`src/ccd_afe_tg_pkg.sv`:
```
package ccd_afe_tg_pkg;
	localparam int ADDR_W    = 10;       // Serial address width
	localparam int DATA_W    = 6;        // Serial data word width
	localparam int REG_COUNT = 64;       // Register slots behind the decoder
	// Register indices
	localparam logic [5:0] A_MODE_LO   = 6'h00;
	localparam logic [5:0] A_MODE_HI   = 6'h01;
	localparam logic [5:0] A_GAIN_LO   = 6'h02;
	localparam logic [5:0] A_GAIN_HI   = 6'h03;
	localparam logic [5:0] A_BLACK_LO  = 6'h04;
	localparam logic [5:0] A_BLACK_HI  = 6'h05;
	localparam logic [5:0] A_CTRL      = 6'h06;
	localparam logic [5:0] A_COLOR0    = 6'h07;
	localparam logic [5:0] A_COLOR1    = 6'h08;
	localparam logic [5:0] A_COLOR2    = 6'h09;
	localparam logic [5:0] A_COLOR3    = 6'h0a;
	localparam logic [5:0] A_INIT_B    = 6'h10;
	localparam logic [5:0] A_SOFT_RST  = 6'h17;
	localparam logic [5:0] A_OUT_EN    = 6'h18;
	localparam logic [5:0] A_UPD_LO    = 6'h19;
	localparam logic [5:0] A_UPD_HI    = 6'h1a;
	localparam logic [5:0] A_FREEZE    = 6'h1b;
	localparam logic [5:0] A_READBACK  = 6'h1c;
	localparam logic [5:0] A_PHASE     = 6'h1d;
	localparam logic [5:0] A_PIXCLK_SRC = 6'h1e;
	localparam logic [5:0] A_HALVER    = 6'h1f;
	localparam logic [5:0] A_RESTORE   = 6'h20;
	localparam logic [5:0] A_FIELD     = 6'h21;
	localparam logic [5:0] A_RETIME12  = 6'h22;
	localparam logic [5:0] A_RETIME34  = 6'h23;
	localparam logic [5:0] A_SYNC_EN   = 6'h24;
	localparam logic [5:0] A_SYNC_POL  = 6'h25;
	localparam logic [5:0] A_SYNC_HOLD = 6'h26;
	localparam logic [5:0] A_LF_SEL    = 6'h27;
	localparam logic [5:0] A_CB_SEL    = 6'h28;
	localparam logic [5:0] A_TG_RUN    = 6'h29;
	localparam logic [5:0] A_FTRANS    = 6'h2a;
	localparam logic [5:0] A_INIT_A    = 6'h2b;
	localparam logic [5:0] A_SHARED    = 6'h31;
	localparam logic [5:0] A_DELAY     = 6'h32;
	localparam logic [5:0] A_OSC       = 6'h33;
	// Values after reset that are not zero, plus RST_ZERO
	localparam logic [5:0] RST_MODE_LO  = 6'h10;
	localparam logic [5:0] RST_GAIN_LO  = 6'h05;
	localparam logic [5:0] RST_GAIN_HI  = 6'h01;
	localparam logic [5:0] RST_BLACK_HI = 6'h02;
	localparam logic [5:0] RST_FIELD    = 6'h01;
	localparam logic [5:0] RST_SHARED   = 6'h01;
	localparam logic [5:0] RST_DELAY    = 6'h02;
	localparam logic [5:0] RST_OSC      = 6'h01;
	localparam logic [5:0] RST_ZERO     = 6'h00;
	localparam logic [3:0] ADDR_CNT     = 4'h9;   // Last address bit index
	localparam logic [3:0] DATA_CNT     = 4'h5;   // Last data bit index

	// Default contents of a register slot
	function automatic logic [5:0] regDefault(input logic [5:0] idx);
		case (idx)
			A_MODE_LO:  regDefault = RST_MODE_LO;
			A_GAIN_LO:  regDefault = RST_GAIN_LO;
			A_GAIN_HI:  regDefault = RST_GAIN_HI;
			A_BLACK_HI: regDefault = RST_BLACK_HI;
			A_FIELD:    regDefault = RST_FIELD;
			A_SHARED:   regDefault = RST_SHARED;
			A_DELAY:    regDefault = RST_DELAY;
			A_OSC:      regDefault = RST_OSC;
			default:    regDefault = RST_ZERO;
		endcase
	endfunction

	// Slots applied at the latch strobe rising edge
	function automatic logic isLatchClass(input logic [5:0] idx);
		case (idx)
			A_MODE_LO, A_MODE_HI, A_CTRL, A_SOFT_RST, A_READBACK, A_FIELD,
			A_RETIME12, A_RETIME34, A_SYNC_EN, A_SYNC_POL, A_SYNC_HOLD,
			A_TG_RUN, A_FTRANS, A_SHARED, A_DELAY, A_OSC, A_FREEZE:
				isLatchClass = 1'b1;
			default:
				isLatchClass = 1'b0;
		endcase
	endfunction

	// Lower half of a double-wide register
	function automatic logic isPairLow(input logic [5:0] idx);
		isPairLow = (idx == A_MODE_LO) || (idx == A_GAIN_LO) ||
			(idx == A_BLACK_LO) || (idx == A_UPD_LO);
	endfunction
endpackage

```
`src/ccd_afe_tg_control_registers.sv`:
```
`timescale 1ns/1ps
// Functional notes
// - Wide registers span two addresses, low first
// - Default update at field/line sync boundary
// - Listed control registers apply at latch rise
// - Substrate settings apply after sensor-gate line
// - Soft reset bit restores all defaults
// - Output enable low forces inactive outputs, except clocksSuspended
// - Update line selects sync update line
// - Freeze bit blocks sync-class updates
// - Readback bit enables serial register readback
// - Data clock source selects phase or oscillator
// - Halver bit divides master clock by two
// - Field preset sets next field parity
// - Retime bits resync blanking per phase pair
// - External sync enable, polarity, clock suspend
// - Shared pin selects field/line, clamp/blank
// - Timing core held reset while run low
// - Frame transfer turns gates into vertical clocks
// - Shared clamp makes dummy equal black clamp
// - Output delay code none/4/8/12 ns
// - Oscillator run low powers oscillator down
// - Write is 10-bit address, 6-bit data, LSB first
// - Fewer than six data bits discards write
// - Further words go to next higher address
// - Upper-only write still updates full register
module ccd_afe_tg_control_registers (
	input  wire logic       clk_sys,
	input  wire logic       rst_b,
	input  wire logic       clkEn,
	input  wire logic       serialClock,          // Serial clock pin
	input  wire logic       serialDataIn,         // Serial data pin, input side
	input  wire logic       serial_latch_strobe,  // Latch strobe pin, low frames a write
	input  wire logic       vertical_drive_pulse, // Field sync pin, falling edge active
	input  wire logic       line_sync_pulse,      // Line sync pin, falling edge active
	input  wire logic       sensor_gate_pulse,    // Sensor gate pin, high marks gate line
	input  wire logic       extSyncIn,            // External sync pin
	input  wire logic       master_clock_input,   // Master clock pin
	input  wire logic       phaseClock,           // Programmed output phase clock
	input  wire logic       line_indicator,       // Timing core line pulse
	input  wire logic       black_level_clamp_pulse,
	input  wire logic       output_blanking,
	input  wire logic       dummy_clamp_pulse,
	input  wire logic       horizontal_blanking,
	input  wire logic       hClock1,              // Internal phase one clock
	input  wire logic       hClock3,              // Internal phase three clock
	output logic            serialDataOut,        // Serial data pin, output side
	output logic            serialDataOe,         // High while driving readback
	output logic [7:0]      afe_operation_mode,
	output logic [9:0]      vga_gain,
	output logic [7:0]      black_level,
	output logic [5:0]      afe_control_bits,
	output logic [5:0]      color0Gain,
	output logic [5:0]      color1Gain,
	output logic [5:0]      color2Gain,
	output logic [5:0]      color3Gain,
	output logic [5:0]      output_phase_select,
	output logic            input_restore_disable,
	output logic            tgCoreReset_b,
	output logic            frame_transfer_select,
	output logic [1:0]      output_data_delay,
	output logic            oscillator_run,
	output logic            internalClockTick,
	output logic            pixel_data_clock,
	output logic            sharedLineFieldPin,
	output logic            sharedClampBlankPin,
	output logic            dummyClampOut,
	output logic            blanking12,
	output logic            blanking34,
	output logic            clocksSuspended,
	output logic            sgLineUpdate          // One-cycle pulse, SG-class apply
);
	typedef enum logic [1:0] {
		SER_ADDR = 2'b00,
		SER_DATA = 2'b01
	} serState_t;

	localparam int PINS = 8;
	logic [PINS-1:0] pinMeta;                // First synchroniser stage only
	logic [PINS-1:0] pinSync;                // Second stage, safe to read
	logic [PINS-1:0] pinLast;                // Previous synced value for edges
	logic [5:0]      shadow [0:63];          // Serially written values
	logic [5:0]      active [0:63];          // Values the device uses
	logic [63:0]     pending;                // Slot waits for its update event
	serState_t       serState;
	logic [3:0]      bitCount;
	logic [9:0]      addrShift;
	logic [5:0]      dataShift;
	logic [9:0]      wrAddr;                 // Auto-incrementing target
	logic [11:0]     lineCount;              // Lines since last field sync
	logic            fieldNextEven;
	logic            fieldIndicator;
	logic            sgArmed;
	logic            halfTick;

	// Synced pin views
	wire sclkS  = pinSync[0];
	wire sdataS = pinSync[1];
	wire ltS    = pinSync[2];
	wire fsS    = pinSync[3];
	wire lsS    = pinSync[4];
	wire gateS  = pinSync[5];
	wire syncS  = pinSync[6];
	wire mclkS  = pinSync[7];
	wire sclkRise = sclkS & ~pinLast[0];
	wire sclkFall = ~sclkS & pinLast[0];
	wire ltRise   = ltS & ~pinLast[2];
	wire fsFall   = ~fsS & pinLast[3];
	wire lsFall   = ~lsS & pinLast[4];
	wire gateRise = gateS & ~pinLast[5];

	// Decode of the serial engine
	wire [5:0]  wrIdx      = wrAddr[5:0];
	wire        wrMapped   = (wrAddr[9:6] == 4'h0);
	wire        readMode   = active[ccd_afe_tg_pkg::A_READBACK][0];
	wire        dataLast   = (bitCount == ccd_afe_tg_pkg::DATA_CNT);
	wire        addrLast   = (bitCount == ccd_afe_tg_pkg::ADDR_CNT);
	wire [5:0]  nextData   = {sdataS, dataShift[5:1]};
	wire        wordDone   = ~ltS & sclkRise & (serState == SER_DATA) & dataLast;
	wire        wordWrite  = wordDone & wrMapped & ~readMode;
	wire        pairHigh   = ccd_afe_tg_pkg::isPairLow(wrIdx - 6'h01);
	wire [5:0]  pairLowIdx = wrIdx - 6'h01;

	// Update events
	wire [11:0] updateLine = {active[ccd_afe_tg_pkg::A_UPD_HI], active[ccd_afe_tg_pkg::A_UPD_LO]};
	wire        freeze     = active[ccd_afe_tg_pkg::A_FREEZE][0];
	wire        syncApply  = lsFall & (lineCount == updateLine) & ~freeze;
	wire        softReset  = ltRise & pending[ccd_afe_tg_pkg::A_SOFT_RST]
		& shadow[ccd_afe_tg_pkg::A_SOFT_RST][0];
	wire        fieldPreset = ltRise & pending[ccd_afe_tg_pkg::A_FIELD];

	// Effective control bits
	wire outEn     = active[ccd_afe_tg_pkg::A_OUT_EN][0];
	wire syncLevel = active[ccd_afe_tg_pkg::A_SYNC_POL][0] ? syncS : ~syncS;
	wire syncAct   = active[ccd_afe_tg_pkg::A_SYNC_EN][0] & syncLevel;
	wire pdcNext   = active[ccd_afe_tg_pkg::A_PIXCLK_SRC][0] ? ~mclkS : phaseClock;
	wire lfNext    = active[ccd_afe_tg_pkg::A_LF_SEL][0] ? line_indicator : fieldIndicator;
	wire cbNext    = active[ccd_afe_tg_pkg::A_CB_SEL][0] ? output_blanking
		: black_level_clamp_pulse;
	wire dmNext    = active[ccd_afe_tg_pkg::A_SHARED][0] ? black_level_clamp_pulse
		: dummy_clamp_pulse;

	// Two-stage synchronisers on every pin input
	always_ff @(posedge clk_sys or negedge rst_b)
	begin
		if (!rst_b)
		begin
			pinMeta <= 8'h1c; // Idle pin levels, so no false edge after reset
			pinSync <= 8'h1c;
			pinLast <= 8'h1c;
		end
		else if (clkEn)
		begin
			pinMeta <= {master_clock_input, extSyncIn, sensor_gate_pulse, line_sync_pulse,
				vertical_drive_pulse, serial_latch_strobe, serialDataIn, serialClock};
			pinSync <= pinMeta;
			pinLast <= pinSync;
		end
	end

	// Serial shift engine; strobe high drops any partial word
	always_ff @(posedge clk_sys or negedge rst_b)
	begin
		if (!rst_b)
		begin
			serState  <= SER_ADDR;
			bitCount  <= 4'h0;
			addrShift <= 10'h000;
			dataShift <= 6'h00;
			wrAddr    <= 10'h000;
		end
		else if (clkEn)
		begin
			if (ltS)
			begin
				serState <= SER_ADDR;
				bitCount <= 4'h0;
			end
			else if (sclkRise && serState == SER_ADDR)
			begin
				addrShift <= {sdataS, addrShift[9:1]};
				bitCount  <= addrLast ? 4'h0 : bitCount + 4'h1;
				if (addrLast)
				begin
					serState <= SER_DATA;
					wrAddr   <= {sdataS, addrShift[9:1]};
				end
			end
			else if (sclkRise)
			begin
				dataShift <= nextData;
				bitCount  <= dataLast ? 4'h0 : bitCount + 4'h1;
				if (dataLast)
					wrAddr <= wrAddr + 10'h001;
			end
		end
	end

	// Readback drives the data pin on falling serial clock
	always_ff @(posedge clk_sys or negedge rst_b)
	begin
		if (!rst_b)
		begin
			serialDataOut <= 1'b0;
			serialDataOe  <= 1'b0;
		end
		else if (clkEn)
		begin
			if (ltS || !readMode || serState != SER_DATA || !wrMapped)
				serialDataOe <= 1'b0;
			else if (sclkFall)
			begin
				serialDataOut <= active[wrIdx][bitCount[2:0]];
				serialDataOe  <= 1'b1;
			end
		end
	end

	// Shadow, pending and active register arrays
	always_ff @(posedge clk_sys or negedge rst_b)
	begin
		if (!rst_b)
		begin
			for (int i = 0; i < 64; i++)
			begin
				shadow[i] <= ccd_afe_tg_pkg::regDefault(6'(i));
				active[i] <= ccd_afe_tg_pkg::regDefault(6'(i));
			end
			pending <= 64'h0000_0000_0000_0000;
		end
		else if (clkEn)
		begin
			if (softReset)
			begin
				for (int i = 0; i < 64; i++)
				begin
					shadow[i] <= ccd_afe_tg_pkg::regDefault(6'(i));
					active[i] <= ccd_afe_tg_pkg::regDefault(6'(i));
				end
				pending <= 64'h0000_0000_0000_0000;
			end
			else
			begin
				for (int i = 0; i < 64; i++)
				begin
					// Latch class on strobe rise, others at the sync line
					if (pending[i] && ccd_afe_tg_pkg::isLatchClass(6'(i)) && ltRise)
					begin
						active[i]  <= shadow[i];
						pending[i] <= 1'b0;
					end
					else if (pending[i] && !ccd_afe_tg_pkg::isLatchClass(6'(i)) && syncApply)
					begin
						active[i]  <= shadow[i];
						pending[i] <= 1'b0;
					end
				end
				// Placed last so a fresh write stays pending over an apply
				if (wordWrite)
				begin
					shadow[wrIdx] <= nextData;
					if (!ccd_afe_tg_pkg::isPairLow(wrIdx))
						pending[wrIdx] <= 1'b1;
					if (pairHigh)
						pending[pairLowIdx] <= 1'b1;
				end
			end
		end
	end

	// Line counter, field parity and gate-line arming
	always_ff @(posedge clk_sys or negedge rst_b)
	begin
		if (!rst_b)
		begin
			lineCount      <= 12'h000;
			fieldNextEven  <= 1'b1;
			fieldIndicator <= 1'b0;
			sgArmed        <= 1'b0;
			sgLineUpdate   <= 1'b0;
		end
		else if (clkEn)
		begin
			if (fsFall)
				lineCount <= 12'h000;
			else if (lsFall)
				lineCount <= lineCount + 12'h001;
			if (softReset)
				fieldNextEven <= 1'b1;
			else if (fieldPreset)
				fieldNextEven <= shadow[ccd_afe_tg_pkg::A_FIELD][0];
			else if (fsFall)
				fieldNextEven <= ~fieldNextEven;
			if (fsFall)
				fieldIndicator <= fieldNextEven;
			// Arm wins over the consuming line edge
			sgArmed      <= gateRise | (sgArmed & ~lsFall);
			sgLineUpdate <= sgArmed & lsFall & ~gateS;
		end
	end

	// Clock divider for the internal clock enable
	always_ff @(posedge clk_sys or negedge rst_b)
	begin
		if (!rst_b)
		begin
			halfTick          <= 1'b0;
			internalClockTick <= 1'b0;
		end
		else if (clkEn)
		begin
			halfTick          <= ~halfTick;
			internalClockTick <= active[ccd_afe_tg_pkg::A_HALVER][0] ? halfTick : 1'b1;
		end
	end

	// Register fields onto flopped outputs
	always_ff @(posedge clk_sys or negedge rst_b)
	begin
		if (!rst_b)
		begin
			afe_operation_mode    <= 8'h10;
			vga_gain              <= 10'h045;
			black_level           <= 8'h80;
			afe_control_bits      <= 6'h00;
			color0Gain            <= 6'h00;
			color1Gain            <= 6'h00;
			color2Gain            <= 6'h00;
			color3Gain            <= 6'h00;
			output_phase_select   <= 6'h00;
			input_restore_disable <= 1'b0;
			tgCoreReset_b         <= 1'b0;
			frame_transfer_select <= 1'b0;
			output_data_delay     <= 2'h2;
			oscillator_run        <= 1'b1;
		end
		else if (clkEn)
		begin
			afe_operation_mode    <= {active[ccd_afe_tg_pkg::A_MODE_HI][1:0],
				active[ccd_afe_tg_pkg::A_MODE_LO]};
			vga_gain              <= {active[ccd_afe_tg_pkg::A_GAIN_HI][3:0],
				active[ccd_afe_tg_pkg::A_GAIN_LO]};
			black_level           <= {active[ccd_afe_tg_pkg::A_BLACK_HI][1:0],
				active[ccd_afe_tg_pkg::A_BLACK_LO]};
			afe_control_bits      <= active[ccd_afe_tg_pkg::A_CTRL];
			color0Gain            <= active[ccd_afe_tg_pkg::A_COLOR0];
			color1Gain            <= active[ccd_afe_tg_pkg::A_COLOR1];
			color2Gain            <= active[ccd_afe_tg_pkg::A_COLOR2];
			color3Gain            <= active[ccd_afe_tg_pkg::A_COLOR3];
			output_phase_select   <= active[ccd_afe_tg_pkg::A_PHASE];
			input_restore_disable <= active[ccd_afe_tg_pkg::A_RESTORE][0];
			tgCoreReset_b         <= active[ccd_afe_tg_pkg::A_TG_RUN][0];
			frame_transfer_select <= active[ccd_afe_tg_pkg::A_FTRANS][0];
			output_data_delay     <= active[ccd_afe_tg_pkg::A_DELAY][1:0];
			oscillator_run        <= active[ccd_afe_tg_pkg::A_OSC][0];
		end
	end

	// Timing pins, all but clocksSuspended forced low while outputs are disabled
	always_ff @(posedge clk_sys or negedge rst_b)
	begin
		if (!rst_b)
		begin
			pixel_data_clock    <= 1'b0;
			sharedLineFieldPin  <= 1'b0;
			sharedClampBlankPin <= 1'b0;
			dummyClampOut       <= 1'b0;
			blanking12          <= 1'b0;
			blanking34          <= 1'b0;
			clocksSuspended     <= 1'b0;
		end
		else if (clkEn)
		begin
			pixel_data_clock    <= outEn & pdcNext;
			sharedLineFieldPin  <= outEn & lfNext;
			sharedClampBlankPin <= outEn & cbNext;
			dummyClampOut       <= outEn & dmNext;
			// Retimed copies only move on their phase clock
			if (!active[ccd_afe_tg_pkg::A_RETIME12][0] || hClock1)
				blanking12 <= outEn & horizontal_blanking;
			if (!active[ccd_afe_tg_pkg::A_RETIME34][0] || hClock3)
				blanking34 <= outEn & horizontal_blanking;
			clocksSuspended <= syncAct & active[ccd_afe_tg_pkg::A_SYNC_HOLD][0];
		end
	end
endmodule // ccd_afe_tg_control_registers

```
`config.mk`:
```
export PLATFORM = sky130hd
export DESIGN_NAME = ccd_afe_tg_control_registers
export DESIGN_NICKNAME = d
export VERILOG_FILES = /design/src/ccd_afe_tg_pkg.sv /design/src/ccd_afe_tg_control_registers.sv
export SDC_FILE = /design/constraint.sdc
export NUM_CORES = 2
export LEC_CHECK = 0
export ABC_AREA = 1
export BUFFER_PORTS_ARGS = -buffer_cell sky130_fd_sc_hd__buf_2
export CORE_MARGIN = 8
export CORE_UTILIZATION = 35
export DETAILED_ROUTE_END_ITERATION = 8
export PLACE_DENSITY = 0.59
export SYNTH_ARGS = -nofsm -noshare
export SYNTH_HDL_FRONTEND = slang
export SYNTH_SLANG_ARGS = --single-unit
```
`constraint.sdc`:
```
create_clock -name clk_sys -period 7.45 [get_ports clk_sys]
set_input_delay 0.3725 -clock clk_sys [delete_from_list [all_inputs] [get_ports clk_sys]]
set_output_delay 0.3725 -clock clk_sys [all_outputs]
set_load 0.05 [all_outputs]
```
* Word level (Yosys, flattened, before mapping)
Cells that the tools add are included.
Widths: inputs -> output; s select.
** Operators by class
- Add/subtract/negate cells :: 4
- Magnitude comparators :: 7
- Eq/ne operators :: 12
- Multiplexer cells :: 627
- Bitwise gates (word level) :: 47
- Reductions and logical operators :: 493
** Operator list (count)
- $mux 384 :: 3
- $mux 6 :: 131
- $mux 1 :: 466
- $mux 64 :: 7
- $bwmux 384 :: 1
- $logic_and 1x1->1 :: 260
- $reduce_bool 3->1 :: 66
- $reduce_and 2->1 :: 72
- $or 64x64->64 :: 2
- $logic_not 1->1 :: 68
- $mux 10 :: 4
- $bmux 6 s6 :: 1
- $demux 6 s6 :: 1
- $and 1x1->1 :: 26
- $mux 12 :: 2
- $mux 4 :: 5
- $not 1->1 :: 17
- $lt 6x7->1 const B :: 2
- $reduce_bool 2->1 :: 7
- $add 12x1->12 const B :: 1
- $demux 1 s6 :: 2
- $eq 12x12->1 :: 1
- $eq 6x2->1 const B :: 2
- $eq 6x3->1 const B :: 2
- other kinds (24) :: 41
** Storage, ports and cells
- Register bits :: 981
- Input port bits :: 19
- Output and inout port bits :: 79
- Word-level logic and storage cells :: 1357

* Longest topological paths before layout
- Word-level depth :: 27
- Depth in mapped cells :: 18
- Depth with buffers taken out :: 16

* Worst setup path before layout
OpenSTA, ideal clock, no wires.
- Path kind :: register -> register
- Start :: register wrAddr[0]
- End :: register pending[6]
- Data arrival time :: 2.508 ns
- Setup slack :: 4.876 ns
- Cell stages (with the launch flop) :: 18
- Clock period less this slack :: 2.574 ns
- Cell sequence :: dfrtp_1 > buf_2 > inv_2 > clkbuf_1 > buf_2 > ha_1 > nand3_1 > xor2_1 > nand4_4 > nand2b_1 > nand2_1 > buf_6 > nand2_1 > nand2_1 > nand2_1 > nand2_1 > nand2_1 > nand2_1
** On the way
- Cells in the longest elaborated chain, start to end :: 13
** RTL lines
- start: declaration :: line ccd_afe_tg_control_registers.sv:89 : logic [9:0] wrAddr;
- start signal: assignment :: line ccd_afe_tg_control_registers.sv:186 : wrAddr <= {sdataS, addrShift[9:1]};
- start signal: assignment :: line ccd_afe_tg_control_registers.sv:194 : wrAddr <= wrAddr + 10'h001;
- $lt 6x7->1 (implied by the code) / $ge 6x1->1 (equally long branches) :: line ccd_afe_tg_control_registers.sv:263 : pending[wrIdx] <= 1'b1;
- $logic_and 1x1->1 (implied by the code) :: line ccd_afe_tg_control_registers.sv:263
- $mux 1 (implied by the code) :: line ccd_afe_tg_control_registers.sv:263
- $demux 1 s6 :: line ccd_afe_tg_control_registers.sv:263
- $or 64x64->64 (no source line)
- $mux 64 :: line ccd_afe_tg_control_registers.sv:262 : if (!ccd_afe_tg_pkg::isPairLow(wrIdx))
- $mux 64 :: line ccd_afe_tg_control_registers.sv:259 : if (wordWrite)
- $mux 64 :: line ccd_afe_tg_control_registers.sv:233 : if (softReset)
- $mux 64 :: line ccd_afe_tg_control_registers.sv:231 : else if (clkEn)
- $or 64x64->64 (no source line)
- $mux 64 * :: line ccd_afe_tg_control_registers.sv:264 : if (pairHigh)
- $mux 64 * :: line ccd_afe_tg_control_registers.sv:259
- $mux 64 * :: line ccd_afe_tg_control_registers.sv:233
- end signal: assignment :: line ccd_afe_tg_control_registers.sv:240 : pending <= 64'h0000_0000_0000_0000;
- end signal: indexed assignment :: line ccd_afe_tg_control_registers.sv:263
- end signal: indexed assignment :: line ccd_afe_tg_control_registers.sv:265 : pending[pairLowIdx] <= 1'b1;
- end: declaration :: line ccd_afe_tg_control_registers.sv:84 : logic [63:0] pending;
Every way passes the cells marked *; elsewhere a longest branch is shown, timed or not. The select of a mux whose other input is x is not followed.
A chain may end at the register's enable or synchronous reset.

* Worst setup path after layout
- Start :: register wrAddr[1]
- End :: register serialDataOut
** On the way
- Cells in the longest elaborated chain, start to end :: 6
** RTL lines
- $not 6->7 (implied by the code) :: line ccd_afe_tg_control_registers.sv:213 : serialDataOut <= active[wrIdx][bitCount[2:0]];
- $bmux 6 s6 :: line ccd_afe_tg_control_registers.sv:213
- $mux 6 (implied by the code) (2 in series) :: line ccd_afe_tg_control_registers.sv:213
- $bmux 1 s3 :: line ccd_afe_tg_control_registers.sv:213
- $mux 1 (implied by the code) :: line ccd_afe_tg_control_registers.sv:213
- end signal: assignment :: line ccd_afe_tg_control_registers.sv:213
- end: declaration :: line ccd_afe_tg_control_registers.sv:47 : output logic serialDataOut,
No other way between the ends. The select of a mux whose other input is x is not followed.

==> summary.md <==
| Metric | Value |
|---|---|
| Crit start category | `flop` |
| Initial core utilization | `35.2%` |
| Per-cell routed wire length | `19.5 µm` |
| Hold WS | `0.0389 ns` |
| Syn. warnings | `0` |
| Critical path arrival | `5.36 ns` |
| Synth Area in XOR/XNOR | `0.282%` |
| Placer Congestion | `0.887` |
| DRT antenna net count | `0` |
| Tot GR Track Use | `19.8%` |
| Fmax | `0.208 GHz` |
| Via Count | `36,100` |
| Crit path time final | `4.80 ns` |
| FF-to-FF path depth | `13` |
| Finished Cell Area | `49,400 µm²` |
| HP Class | `primary input to flop` |
| Seq/Total Area, Yosys | `56.4%` |
| Clk pin slew, worst setup/hold paths | `0.06 ns` |
| Mux cell area share after synthesis | `0.0259%` |
| CTS root buffer | `clkbuf_16` |
| Final period utilization | `64.4%` |
| Total negative setup slack | `0 ns` |
| RSZ-0062 raised after global routing | `no` |
| Int Power | `0.00949 W` |
| Total chip power | `0.0141 W` |
| Leak | `22.1 nW` |
| Pre-CTS setup slack | `2.73 ns` |
| Number of CTS-inserted buffers | `105` |
| Worst hold start | `phaseClock` |
| Psw | `0.00461 W` |
| Switching Share | `32.7%` |
| Setup Buffers After CTS | `0` |
| WS Path Type | `flop to flop` |
| Drt pass-1 iters | `6` |
| Slew Limit Fails | `0` |
| Slew margin rel. | `22.9%` |
| IR drop worst, VDD | `0.225 mV` |
| Top FF cell, synth | `dfrtp_1` |
| Mapped Area | `43,400 µm²` |
| Mapped Nets | `5,315` |
| Die area | `136,000 µm²` |
| Worst Setup End Kind | `flop` |
| Rows | `129` |
| Synth Instances | `5,286` |
| Synth Register Bits | `977` |
| Clock power frac | `38.8%` |
| First-pass GRT wire length | `212 mm` |
| Initial antenna violation count | `2` |
| Post-synthesis simple-gate area fraction | `19.1%` |
| Vias/cell | `5.11` |
| First DRT Iteration DRCs | `3,451` |
| CTS max path bufs | `3` |
| Largest family of logic cells by synthesized area | `simple AND/OR/NAND/NOR gates` |
| Largest net degree at the start of global routing | `171` |
| Worst-Margin Slew | `1.15 ns` |
| CTS tree | `done` |
| Die W | `368 µm` |
| Syn avg cell area | `8.22 µm²` |
| Final setup vio count | `0` |
| Fin worst setup slack | `2.65 ns` |
| Later-pin clock latency in the skew report | `0.68 ns` |
| Worst Path Required | `8.01 ns` |
| Compound-Gate Fraction of Synth Area | `15.7%` |
| Crit. Startpoint | `wrAddr[1]` |
| Core box area | `123,000 µm²` |
| Layout Nets | `5,364` |
| Post-synth EDFFs | `0` |
| Run status | `completed` |
| Share of cells above drive strength 1 | `8.20%` |
| Buffers added on ports | `97` |
| Layout fillers | `12,500` |
| Library cells used by synthesis | `51` |
| P per Cell Area | `285 nW/µm²` |
| Sequential Power Share | `41.0%` |
| H-tree depth | `3` |
| Cts repair resizes | `0` |
| Hpwl dp | `84.9 mm` |
| Final Hold Fails | `0` |
| Remaining global-route overflow | `0` |
| # clock sinks | `977` |
| Fraction of power consumed by combinational cells | `20.1%` |
| Area Overhead vs Synth | `13.8%` |
| Die H | `368 µm` |
| WHS Path Cells | `3` |
| Vias in the first global route | `34,700` |
| Asr flop ratio synth | `100%` |
| DRC errors left | `0` |
| Crit Path Max Fanout | `39` |
| DRT Wirelength | `138 mm` |
| I/O pins | `98` |
| Max cap viols | `0` |
| Reg2reg start | `wrAddr[1]` |
| Adder-cell share of the synthesized area | `0.288%` |
| Final Skew | `0.0311 ns` |
| Area after DPL | `45,600 µm²` |
==> path summary, 6_finish.rpt <==
check	endpoint	slack, ns
max reg2reg	serialDataOut	2.65
max in group asynchronous	active[161]	5.23
min reg2reg	halfTick	0.46
min	pixel_data_clock	0.04
max	serialDataOut	2.65
min in group asynchronous	active[113]	0.31
==> registers in the layout, indices dropped and copies added, names as in the netlist, 8 cells and up <==
register and cells:
vga_gain 10, pinSync 8, black_level 8, pending 64, active 384, pinMeta 8
shadow 384, addrShift 9, wrAddr 10, lineCount 12, afe_operation_mode 8
==> area by class of cell <==
type | instances | area [µm²] | area share, %
clock inverters | 41 | 513 | 1.04
repair buffers | 156 | 1050 | 2.12
diodes | 2 | 5.00 | 0.0101
well taps | 1637 | 2050 | 4.15
inverters | 712 | 2690 | 5.44
multi-input cells | 3383 | 15500 | 31.3
flip-flops and latches | 977 | 24500 | 49.6
clock buffers | 155 | 3130 | 6.33
==> power by group through the flow <==
stage          Sequential, W  Combinational (W)  Clock, W
2_1_floorplan        0.00584            0.00163         0
3_3_place_gp         0.00587            0.00277         0
3_5_place_dp         0.00587            0.00280         0
4_1_cts              0.00578            0.00281   0.00556
5_1_grt              0.00581            0.00307   0.00577
6_report             0.00579            0.00284   0.00547
==> synth_stat cells (2+ instances only) <==
master	n	share of area (%)
nand2_1	1616	14
dfrtp_1	942	54
o21ai_0	805	9.3
inv_1	697	6.0
nand3_1	226	2.6
o21ai_1	209	2.4
nor2_1	194	1.7
clkbuf_1	138	1.2
o22ai_1	71	1.0
buf_2	49	0.56
a21oi_1	45	0.52
o211ai_1	42	0.73
a22oi_1	41	0.71
dfstp_2	35	2.1
o21ai_2	28	0.56
or2_2	23	0.33
buf_1	20	0.17
xor2_1	13	0.26
inv_2	11	0.095
ha_1	10	0.29
nor3_1	10	0.12
o21a_1	9	0.16
nand4_1	6	0.086
a22o_1	5	0.10
buf_4	4	0.069
nand2_2	4	0.058
clkinv_1	3	0.026
nor2_2	3	0.043
a21oi_2	2	0.040
a31oi_1	2	0.029
a32o_1	2	0.046
clkbuf_2	2	0.023
==> per-stage QoR <==
stage	cells	util, %
global route	7062	40.0
detailed placement	6853	37.0
finish	7063	40.0
floorplan	5286	-
global placement	6853	37.0
CTS	7061	40.0
==> worst max-delay path, cell delays in order (launching register included) <==
cell and delay, ns:
dfrtp_2 0.42, buf_4 0.37, nand2_1 0.92, clkinv_1 1.19
o211ai_1 0.38, nand2_1 0.14, o21ai_0 0.62, nand2_1 0.10
nor2_1 0.16, nand3_1 0.09, nand3_1 0.07, nand2_1 0.05
nand2_1 0.07, a21oi_1 0.07
==> layer usage <==
layer | global-route usage (%) | up-vias | part of all wire (%)
met5 | 0 | - | 0
met4 | 7.30 | 0 | 3.7
met3 | 3.04 | 265 | 6.8
met2 | 31.3 | 1180 | 45
met1 | 27.5 | 17600 | 44
li1 | - | 17000 | -
==> kinds of logic after synthesis <==
kind of cell | count (synthesis)
AO/OA/AOI/OAI | 1269
XOR/XNOR | 14
adder cells (fa/ha/maj) | 10
buffers and inverters | 926
flip-flops | 977
multiplexers | 1
AND/OR/NAND/NOR | 2089
==> repair_timing <==
| item | 4_1_cts | 5_1_grt |
|---|---|---|
| hold endpoints to repair | 99 | 0 |
| endpoints found under the setup margin | 0 | 0 |
| hold buffers | 12 | 0 |
==> layout by cell type, fill, tap and decap left out, types with 8 or more instances in the layout <==
cell type,instances
nand2_1,1615
dfrtp_1,940
o21ai_0,805
inv_1,696
nand3_1,220
o21ai_1,209
nor2_1,191
clkbuf_16,106
buf_2,95
o22ai_1,71
a21oi_1,45
o211ai_1,42
a22oi_1,41
buf_4,41
dfstp_2,35
clkbuf_8,29
o21ai_2,28
or2_2,23
clkinv_2,23
clkbuf_1,20
xor2_1,13
dlygate4sd3_1,12
bufinv_16,11
ha_1,10
nor3_1,9
o21a_1,9
inv_2,8
No activity file was read; power rests on OpenSTA's default activity.
